--- config.mk ---
export PLATFORM = sky130hd
export DESIGN_NAME = wws_top
export DESIGN_NICKNAME = d
export VERILOG_FILES = /design/src/core/wws_pkg.sv /design/src/core/wws_sync.sv /design/src/core/wws_top.sv
export SDC_FILE = /design/constraint.sdc
export NUM_CORES = 1
export LEC_CHECK = 0
export ABC_CLOCK_PERIOD_IN_PS = 8300
export BUFFER_PORTS_ARGS = -buffer_cell sky130_fd_sc_hd__buf_2
export CAP_MARGIN = 20
export CORE_MARGIN = 10
export CORE_UTILIZATION = 60
export CTS_BUF_LIST = sky130_fd_sc_hd__clkbuf_8 sky130_fd_sc_hd__clkbuf_16
export DETAILED_ROUTE_END_ITERATION = 12
export PLACE_DENSITY = 0.78
export SLEW_MARGIN = 0
export SYNTH_ARGS = -nofsm -noshare
export SYNTH_HDL_FRONTEND = slang
export SYNTH_SLANG_ARGS = --single-unit
--- constraint.sdc ---
create_clock -name pclk -period 8.3 [get_ports pclk]
set_input_delay 1.66 -clock pclk [delete_from_list [all_inputs] [get_ports pclk]]
set_output_delay 1.66 -clock pclk [all_outputs]
set_load 0.05 [all_outputs]
--- src/core/wws_pkg.sv ---
// constants, types and register map of the window watchdog supervisor
package wws_pkg;

  localparam int unsigned CLK_MHZ = 125;
  localparam int unsigned US_W    = 24;

  localparam logic [7:0] OFS_WIN_CAP  = 8'h00;
  localparam logic [7:0] OFS_HOLD_CAP = 8'h04;
  localparam logic [7:0] OFS_STATUS   = 8'h08;
  localparam logic [7:0] OFS_INT_STAT = 8'h0C;
  localparam logic [7:0] OFS_INT_MASK = 8'h10;

  localparam logic [US_W-1:0] WIN_CAP_RST  = 24'h0003E8;
  localparam logic [US_W-1:0] HOLD_CAP_RST = 24'h0000C8;

  localparam int unsigned EV_EARLY = 0;
  localparam int unsigned EV_LATE  = 1;
  localparam int unsigned EV_DONE  = 2;
  localparam int unsigned EV_W     = 3;

  // ratio shifts: lower bound is upper bound shifted right
  localparam logic [1:0] SEL_OFF   = 2'h0;
  localparam logic [1:0] SEL_EIGHT = 2'h1;
  localparam logic [1:0] SEL_QUART = 2'h2;
  localparam logic [1:0] SEL_HALF  = 2'h3;
  localparam logic [1:0] SHIFT_EIGHT = 2'h3;
  localparam logic [1:0] SHIFT_QUART = 2'h2;
  localparam logic [1:0] SHIFT_HALF  = 2'h1;

  typedef enum logic [1:0] {
    PM_CAP    = 2'h0,
    PM_PULLUP = 2'h1,
    PM_OPEN   = 2'h2
  } wws_pin_mode_t;

  // gray along powerup -> monitor -> fault -> monitor; disabled off the side
  typedef enum logic [1:0] {
    ST_POWERUP  = 2'h0,
    ST_MONITOR  = 2'h1,
    ST_FAULT    = 2'h3,
    ST_DISABLED = 2'h2
  } wws_state_t;

  typedef struct packed {
    logic          kick;
    logic [1:0]    sel;
    wws_pin_mode_t tmode;
    wws_pin_mode_t dmode;
  } wws_pins_t;

  localparam int unsigned PINS_W = $bits(wws_pins_t);

endpackage : wws_pkg

--- src/core/wws_sync.sv ---
// two-flop synchroniser for asynchronous pin inputs
`timescale 1ns/10ps
`default_nettype none
module wws_sync #(
  parameter int unsigned WIDTH = 1
) (
  input  wire logic             pclk,
  input  wire logic             presetn,
  input  wire logic [WIDTH-1:0] d,
  output logic      [WIDTH-1:0] q
);

  logic [WIDTH-1:0] meta_q;

  // first stage feeds only the second stage
  always_ff @(posedge pclk or negedge presetn) begin
    if (!presetn) begin
      meta_q <= '0;
      q      <= '0;
    end else begin
      meta_q <= d;
      q      <= meta_q;
    end
  end

endmodule : wws_sync
`default_nettype wire

--- src/core/wws_top.sv ---
// window watchdog supervisor with apb register slave
`timescale 1ns/10ps
`default_nettype none
module wws_top
  import wws_pkg::*;
#(
  parameter int unsigned CNT_W        = 32,
  parameter int unsigned UPPER_PU_US  = 1000,
  parameter int unsigned UPPER_NC_US  = 10000,
  parameter int unsigned HOLD_PU_US   = 200,
  parameter int unsigned HOLD_NC_US   = 1000
) (
  input  wire logic        pclk,
  input  wire logic        presetn,
  input  wire logic        psel,
  input  wire logic        penable,
  input  wire logic        pwrite,
  input  wire logic [7:0]  paddr,
  input  wire logic [31:0] pwdata,
  output logic      [31:0] prdata,
  output logic             pready,
  output logic             pslverr,
  input  wire logic        kick_input,
  input  wire logic        window_select_0,
  input  wire logic        window_select_1,
  input  wire logic [1:0]  timeout_program_pin,
  input  wire logic [1:0]  delay_program_pin,
  output logic             fault_output_n_o,
  output logic             fault_output_n_oe,
  output logic             irq
);

  if (CNT_W < US_W + 8) begin : g_chk
    $error("CNT_W too narrow for microsecond to cycle conversion");
  end

  wws_pins_t        pins_raw;
  wws_pins_t        pins;
  wws_state_t       state_q;
  logic [CNT_W-1:0] cnt_q;
  logic             kick_prev_q;
  logic             kick_fall;
  logic [US_W-1:0]  win_cap_q;
  logic [US_W-1:0]  hold_cap_q;
  logic [EV_W-1:0]  int_stat_q;
  logic [EV_W-1:0]  int_mask_q;
  logic [EV_W-1:0]  ev;
  logic [CNT_W-1:0] upper_cyc;
  logic [CNT_W-1:0] lower_cyc;
  logic [CNT_W-1:0] hold_cyc;
  logic [1:0]       shift;
  logic             disabled;
  logic             wr_en;
  logic             acc_q;

  localparam logic [CNT_W-1:0] UPPER_PU_CYC = CNT_W'(UPPER_PU_US * CLK_MHZ);
  localparam logic [CNT_W-1:0] UPPER_NC_CYC = CNT_W'(UPPER_NC_US * CLK_MHZ);
  localparam logic [CNT_W-1:0] HOLD_PU_CYC  = CNT_W'(HOLD_PU_US * CLK_MHZ);
  localparam logic [CNT_W-1:0] HOLD_NC_CYC  = CNT_W'(HOLD_NC_US * CLK_MHZ);
  localparam logic [CNT_W-1:0] MHZ_W        = CNT_W'(CLK_MHZ);

  always_comb begin
    pins_raw.kick  = kick_input;
    pins_raw.sel   = {window_select_1, window_select_0};
    pins_raw.tmode = wws_pin_mode_t'(timeout_program_pin);
    pins_raw.dmode = wws_pin_mode_t'(delay_program_pin);
  end

  wws_sync #(
    .WIDTH (PINS_W)
  ) u_sync (
    .pclk    (pclk),
    .presetn (presetn),
    .d       (pins_raw),
    .q       (pins)
  );

  // timing decode from the configuration pins
  always_comb begin
    disabled = (pins.sel == SEL_OFF);
    case (pins.sel)
      SEL_EIGHT: shift = SHIFT_EIGHT;
      SEL_QUART: shift = SHIFT_QUART;
      default:   shift = SHIFT_HALF;
    endcase
    case (pins.tmode)
      PM_CAP:    upper_cyc = CNT_W'(win_cap_q) * MHZ_W;
      PM_PULLUP: upper_cyc = UPPER_PU_CYC;
      default:   upper_cyc = UPPER_NC_CYC;
    endcase
    lower_cyc = upper_cyc >> shift;
    case (pins.dmode)
      PM_CAP:    hold_cyc = CNT_W'(hold_cap_q) * MHZ_W;
      PM_PULLUP: hold_cyc = HOLD_PU_CYC;
      default:   hold_cyc = HOLD_NC_CYC;
    endcase
  end

  always_ff @(posedge pclk or negedge presetn) begin
    if (!presetn) begin
      kick_prev_q <= 1'b0;
    end else begin
      kick_prev_q <= pins.kick;
    end
  end

  assign kick_fall = kick_prev_q & ~pins.kick;

  // supervision state machine and its single counter
  always_ff @(posedge pclk or negedge presetn) begin
    if (!presetn) begin
      state_q <= ST_POWERUP;
      cnt_q   <= '0;
    end else begin
      case (state_q)
        ST_POWERUP: begin
          // kicks are not looked at here
          if (cnt_q >= hold_cyc) begin
            state_q <= disabled ? ST_DISABLED : ST_MONITOR;
            cnt_q   <= '0;
          end else begin
            cnt_q <= cnt_q + 1'b1;
          end
        end
        ST_MONITOR: begin
          if (disabled) begin
            state_q <= ST_DISABLED;
            cnt_q   <= '0;
          end else if (kick_fall && cnt_q < lower_cyc) begin
            state_q <= ST_FAULT;
            cnt_q   <= '0;
          end else if (kick_fall) begin
            cnt_q <= '0;
          end else if (cnt_q >= upper_cyc) begin
            state_q <= ST_FAULT;
            cnt_q   <= '0;
          end else begin
            cnt_q <= cnt_q + 1'b1;
          end
        end
        ST_FAULT: begin
          // kick edges have no effect during the hold
          if (disabled) begin
            state_q <= ST_DISABLED;
            cnt_q   <= '0;
          end else if (cnt_q >= hold_cyc) begin
            state_q <= ST_MONITOR;
            cnt_q   <= '0;
          end else begin
            cnt_q <= cnt_q + 1'b1;
          end
        end
        default: begin
          cnt_q <= '0;
          if (!disabled) begin
            state_q <= ST_MONITOR;
          end
        end
      endcase
    end
  end

  // open-drain fault pin: only ever pulls low
  always_ff @(posedge pclk or negedge presetn) begin
    if (!presetn) begin
      fault_output_n_o  <= 1'b0;
      fault_output_n_oe <= 1'b0;
    end else begin
      fault_output_n_o  <= 1'b0;
      fault_output_n_oe <= (state_q == ST_MONITOR && !disabled &&
                            ((kick_fall && cnt_q < lower_cyc) ||
                             (!kick_fall && cnt_q >= upper_cyc))) ||
                           (state_q == ST_FAULT && !disabled &&
                            cnt_q < hold_cyc);
    end
  end

  always_comb begin
    ev           = '0;
    ev[EV_EARLY] = state_q == ST_MONITOR && !disabled && kick_fall && cnt_q < lower_cyc;
    ev[EV_LATE]  = state_q == ST_MONITOR && !disabled && !kick_fall && cnt_q >= upper_cyc;
    ev[EV_DONE]  = state_q == ST_FAULT && !disabled && cnt_q >= hold_cyc;
  end

  // apb: one wait cycle so read data comes from a flop
  assign wr_en = psel & penable & pwrite & acc_q;

  always_ff @(posedge pclk or negedge presetn) begin
    if (!presetn) begin
      acc_q   <= 1'b0;
      pready  <= 1'b0;
      pslverr <= 1'b0;
      prdata  <= '0;
    end else begin
      acc_q   <= psel & penable & ~acc_q;
      pready  <= psel & penable & ~acc_q;
      pslverr <= 1'b0;
      prdata  <= '0;
      if (psel && penable && !acc_q) begin
        if (paddr == OFS_WIN_CAP) begin
          prdata <= 32'(win_cap_q);
        end else if (paddr == OFS_HOLD_CAP) begin
          prdata <= 32'(hold_cap_q);
        end else if (paddr == OFS_STATUS) begin
          prdata <= 32'({pins.dmode, pins.tmode, pins.sel, fault_output_n_oe, state_q});
        end else if (paddr == OFS_INT_STAT) begin
          prdata <= 32'(int_stat_q);
        end else if (paddr == OFS_INT_MASK) begin
          prdata <= 32'(int_mask_q);
        end else begin
          pslverr <= 1'b1;
        end
      end
    end
  end

  always_ff @(posedge pclk or negedge presetn) begin
    if (!presetn) begin
      win_cap_q  <= WIN_CAP_RST;
      hold_cap_q <= HOLD_CAP_RST;
      int_mask_q <= '0;
    end else if (wr_en) begin
      if (paddr == OFS_WIN_CAP) begin
        win_cap_q <= pwdata[US_W-1:0];
      end else if (paddr == OFS_HOLD_CAP) begin
        hold_cap_q <= pwdata[US_W-1:0];
      end else if (paddr == OFS_INT_MASK) begin
        int_mask_q <= pwdata[EV_W-1:0];
      end
    end
  end

  // write-one-to-clear; a new event in the same cycle wins
  always_ff @(posedge pclk or negedge presetn) begin
    if (!presetn) begin
      int_stat_q <= '0;
      irq        <= 1'b0;
    end else begin
      if (wr_en && paddr == OFS_INT_STAT) begin
        int_stat_q <= (int_stat_q & ~pwdata[EV_W-1:0]) | ev;
      end else begin
        int_stat_q <= int_stat_q | ev;
      end
      irq <= |(int_stat_q & int_mask_q);
    end
  end

endmodule : wws_top
`default_nettype wire

; ---- Word level (Yosys, flattened, before mapping)
; Index checks and enable logic that the tools add are counted.
[classes]
n_addsub = 1
multipliers = 2
magnitude_cmp = 4
eq_ne = 15
n_shift = 1
mux = 33
n_bitwise = 14
n_reduce_logical = 29
[op_table]
columns = op, count
row1 = 32-bit 2-to-1 mux, 6
row2 = 31-bit one-hot mux with 2 select lines, 2
row3 = 32-bit one-hot mux with 3 select lines, 1
row4 = 24-bit 2-to-1 mux, 3
row5 = 32-bit >= comparator, 2
row6 = 32-bit < comparator, 2
row7 = "24-bit by 7-bit multiplier with 31-bit output, second input constant", 2
row8 = "32-bit by 1-bit adder with 32-bit output, second input constant", 1
row9 = 32-bit by 2-bit >> shifter with 32-bit output, 1
row10 = 2-bit 2-to-1 mux, 9
row11 = "8-bit by 4-bit equality test with 1-bit output, second input constant", 2
row12 = 1-bit logical AND, 14
row13 = 3-bit 2-to-1 mux, 3
row14 = 9-bit 2-to-1 mux, 1
row15 = "2-bit by 1-bit equality test with 1-bit output, second input constant", 4
row16 = "8-bit by 3-bit equality test with 1-bit output, second input constant", 1
row17 = "8-bit by 5-bit equality test with 1-bit output, second input constant", 1
row18 = 2-bit logical NOT, 4
row19 = 8-bit logical NOT, 1
row20 = "4-bit inequality test, second input constant", 2
row21 = 3-bit bitwise AND, 2
row22 = 1-bit 2-to-1 mux, 6
row23 = 3-bit bitwise OR, 2
row24 = 2-bit one-hot mux with 3 select lines, 1
row25 = other kinds (15), 26
[totals]
ff_bits = 139
in_bits = 52
output_inout_bits = 37
wordCells = 113

; ---- Depth between registers and ports, before layout
[depth]
depth_word = 8
depth_mapped = 29
depth_no_buf = 28

; ---- Modules after synthesis
; From an unflattened synthesis, not the netlist that was laid out.
[hier_totals]
cells_unflattened = 1698
hier_area_um2 = 16261.8
[by_module_without_submodules]
columns = mod, instances, cells_per_inst, area_per_inst_um2, seq_area_each_um2
row1 = wws_top, 1, 1684, 15911.5, 2939.1
row2 = wws_sync, 1, 14, 350.3, 350.3

; ---- Worst setup path before layout
; No wires, ideal clock.
[synth_timing]
path_type = register -> register
from = register win_cap_q[5]
to = register state_q[1]
setup_time_ps = 128
arrival_ps = 6721
required_time_ps = 8172
path_slack_ps = 1451
stages_incl_launch_ff = 27
path_buffers = 0
period_less_slack_ps = 6849
cell_sequence = dfstp_2 inv_1 fa_1 fa_1 fa_1 fa_1 inv_1 ha_1 a211o_1 a211o_1 o211ai_2 o21ai_2 a31o_4 a21oi_1 xnor2_1 a32o_1 a21oi_1 ha_1 a21o_1 a21oi_1 nor2b_1 o21ai_1 nand2b_1 a2111oi_0 o31ai_1 a221oi_2 mux2_1
[synth_between]
elab_chain_cells = 8
elab_cells_between_ends = 12
[synth_lines]
columns = element, line
row1 = "start, declared", wws_top.sv:43  ; logic [US_W-1:0] win_cap_q;
row2 = "start signal, assigned", wws_top.sv:224  ; win_cap_q <= pwdata[US_W-1:0];
row3 = 24-bit by 7-bit multiplier with 31-bit output (*), wws_top.sv:87  ; PM_CAP: upper_cyc = CNT_W'(win_cap_q) * MHZ_W;
row4 = 31-bit one-hot mux with 2 select lines (*), wws_top.sv:86  ; case (pins.tmode)
row5 = 32-bit by 2-bit >> shifter with 32-bit output, wws_top.sv:91  ; lower_cyc = upper_cyc >> shift;
row6 = 32-bit < comparator, wws_top.sv:129  ; end else if (kick_fall && cnt_q < lower_cyc) begin
row7 = 1-bit logical AND, wws_top.sv:129
row8 = 2-bit 2-to-1 mux, wws_top.sv:129
row9 = 2-bit 2-to-1 mux, wws_top.sv:126  ; if (disabled) begin
row10 = 2-bit one-hot mux with 3 select lines, wws_top.sv:115  ; case (state_q)
row11 = "end signal, assigned", wws_top.sv:119  ; state_q <= disabled ? ST_DISABLED : ST_MONITOR;
row12 = "end, declared", wws_top.sv:39  ; wws_state_t state_q;
; Every way passes the cells marked *; elsewhere a longest branch is shown, timed or not.
; A chain may end at the register's enable or synchronous reset.

; ---- Worst setup path after layout
[layout_timing]
from = register win_cap_q[8]
to = register state_q[1]
; Same word-level chain as after synthesis.

==> impl_metrics.ini <==
[global_routing]
grt_use_total_pct = 23.0
grt_max_degree = 72
antenna_found_initial = 0
grt_pass1_vias = 12794
grt-ovfl-total = 0
grt_pass1_wl_um = 64100

[final_layout]
multi_input_area_sq_um = 12100
n_fill_cell = 2141
n_antenna_cell = 0
nets = 2227
postLayoutCellArea_sq_um = 17900
finalNonFillerCells = 2121
ff_latch_area_sq_um = 3290
drive_gt1_share_pct = 10.4
area_delta_synth_final_pct = 7.86
final_util_pct = 66.1

[timing]
fmax_mhz = 128
finalMaxSlewViolations = 0
rsz0062_at_grt = false
setup_viol = 0
setup_tns_ns = 0
whs_ns = 0.347
timing.final.ws_setup_ns = 0.504
slew_headroom_pct = 37.3
worst_pin_slew_ns = 0.940
min_period_ns = 7.80
hold_viol_final = 0
skew_ns = 0.0101
period_share_pct = 93.9

[place]
routabilityCongestion = 0.916
dp_slack_ns = 0.655
portBuffers = 71
placed_area_sq_um = 17200
hpwl_um = 30300
post-place-cells = 2089

[synth]
netlist_area_sq_um = 16600
syn_area_per_cell_sq_um = 9.70
synthDistinctLibCells = 78
async_reset_ff_share_pct = 100
yosysTopAreaCell = fa_1
syn_inst = 1707
ys.warnings.count = 0
ys_seq_area_share_pct = 19.9
synth-seq-cells = 131
synth_edf_count = 0
synth_top_area_share_pct = 20.8
ys_top_cells_by_area = fa_1 21%, dfrtp_1 18%, ha_1 18%
synth-main-ff-cell = dfrtp_1

[detailed_routing]
first_pass_iters = 5
vias = 12474
wirelength_um = 37900
routedWlPerCell_um = 17.9
drc_errors = 0
postRouteAntennaNets = 0
via_per_inst = 5.88
drt_iter0_markers = 739

[clock_tree]
clockBufferDepth = 2
cts-root-buf = clkbuf_16
post-cts-setup-buffer-count = 0
htree_levels = 4
cts_buffers = 17
cts_tree = yes
cts_sinks = 131
hold_buffers = 0
clock_latency_ns = 0.43
cts_resized = 0
clk_pin_slew_ns = 0.06

[worst_hold_path]
hold_class = flip-flop to flip-flop

[die]
initial_utilization_pct = 61.3
io_pins = 89
core_region_area_sq_um = 27000
fp.dieH_um = 186
die_width_um = 186
rows = 60
die_area_sq_um = 34700

[critical_path]
crit_path_start = win_cap_q[8]$_DFFE_PN1P_
r2r_setup_slack_ns = 0.50
max_stage_delay_ns = 0.60
reg2reg_from = win_cap_q[8]$_DFFE_PN1P_
worstReg2RegEnd = state_q[1]$_DFFE_PN0P_
crit_type = flip-flop to flip-flop
cpMaxStageDelayCell = dfstp_2
r2r_cells = 26
end_kind = flip-flop
worst_path_most_repeated_cell = fa_1
crit_fanout = 7
worstSetupEndpoint = state_q[1]$_DFFE_PN0P_
cp-start-kind = flip-flop
cp_data_arrival_time_ns = 8.10
critical_path_required_ns = 8.61

[pwr]
p_leak_nw = 9.30
power.total_mw = 1.90
peakVddDrop_v = 0.000128
cellPowerDensity_nw_per_um2 = 106

[run_status]
outcome = finished, final reports clean

[run]
cap_violations = 0
how the worst min path moves through the flow:
stage | startpoint | to | slack, ns | depth (start not counted)
after CTS | u_sync.meta_q[3]$_DFF_PN0_ | u_sync.q[3]$_DFF_PN0_ | 0.35 | 0
final | u_sync.meta_q[3]$_DFF_PN0_ | u_sync.q[3]$_DFF_PN0_ | 0.35 | 0
after detailed placement | u_sync.meta_q[3]$_DFF_PN0_ | u_sync.q[3]$_DFF_PN0_ | 0.34 | 0
after global placement | u_sync.meta_q[3]$_DFF_PN0_ | u_sync.q[3]$_DFF_PN0_ | 0.33 | 0
after global routing | u_sync.meta_q[3]$_DFF_PN0_ | u_sync.q[3]$_DFF_PN0_ | 0.36 | 0
after floorplan | u_sync.meta_q[0]$_DFF_PN0_ | u_sync.q[0]$_DFF_PN0_ | 0.33 | 0
worst max-delay path, delay by kind of cell, from the launching register on:
kind	cells	cell delay, ns
buf+inv	2	0.21
simple gates	3	0.53
compound gates	13	3.07
flops	1	0.60
mux	2	0.62
fa+ha+maj	6	2.64
cells in the final DEF, fill, tap and decap left out, drive strengths merged, types with 41 or more instances in the layout:
cell | Yosys | final
mux2i | 52 | 52
ha | 236 | 236
a21o | 49 | 49
inv | 254 | 257
a21oi | 84 | 84
mux2 | 57 | 57
o21ai | 41 | 41
dfrtp | 122 | 122
fa | 172 | 172
nor2 | 135 | 135
nand2 | 89 | 89
buf | 22 | 78
layout make-up:
type                       count  share of cell area, %
multi-input combinational   1285                   67.9
tap                          341                   2.39
sequential                   131                   18.4
clock inverter                14                   1.18
inverter                     254                   5.34
timing repair buffer          78                   2.32
clock buffer                  18                   2.46
cell families (layout without fill, tap and decap cells):
kind of cell,after synthesis,after routing,share of synthesized area (%)
adder cells (fa/ha/maj),408,408,38.6
buffers and inverters,299,364,7.07
AO/OA/AOI/OAI,290,290,12.1
other,1,9,0.0226
multiplexers,109,109,7.02
AND/OR/NAND/NOR,398,398,11.6
XOR/XNOR,71,71,3.75
flip-flops,131,131,19.9
flip-flops by register name, indices dropped and copies added, names as in the netlist:
signal / cells
cnt_q: 32
hold_cap_q: 24
prdata: 24
win_cap_q: 24
u_sync.meta_q: 7
u_sync.q: 7
int_mask_q: 3
int_stat_q: 3
state_q: 2
acc_q: 1
fault_output_n_oe: 1
irq: 1
kick_prev_q: 1
pslverr: 1
cell usage after synthesis (all sizes together), types with 12 or more instances:
| cell type | n |
|---|---|
| nand4 | 26 |
| and3 | 12 |
| a21oi | 84 |
| a21o | 49 |
| nand3 | 32 |
| dfrtp | 122 |
| o21a | 15 |
| o211ai | 12 |
| mux2 | 57 |
| o21bai | 12 |
| a211oi | 13 |
| buf | 22 |
| fa | 172 |
| nor2 | 135 |
| nand2 | 89 |
| mux2i | 52 |
| inv | 254 |
| xnor2 | 37 |
| xor2 | 34 |
| clkbuf | 23 |
| nor3 | 20 |
| nor2b | 19 |
| o21ai | 41 |
| ha | 236 |
power by group:
group          switching, mW  total, mW  internal [mW]
Sequential            0.0346      0.694          0.660
Clock                  0.313      0.853          0.540
Combinational          0.227      0.351          0.124
Total                  0.575       1.90           1.32
routing by layer:
| metal | up-vias | GRT usage, % | share of wire, % |
|---|---|---|---|
| li1 | 5897 | - | - |
| met1 | 6236 | 29.0 | 42 |
| met2 | 290 | 40.9 | 51 |
| met3 | 51 | 3.34 | 4.5 |
| met4 | 0 | 5.42 | 1.7 |
| met5 | - | 0 | 0 |
No activity file was read; power rests on OpenSTA's default activity.
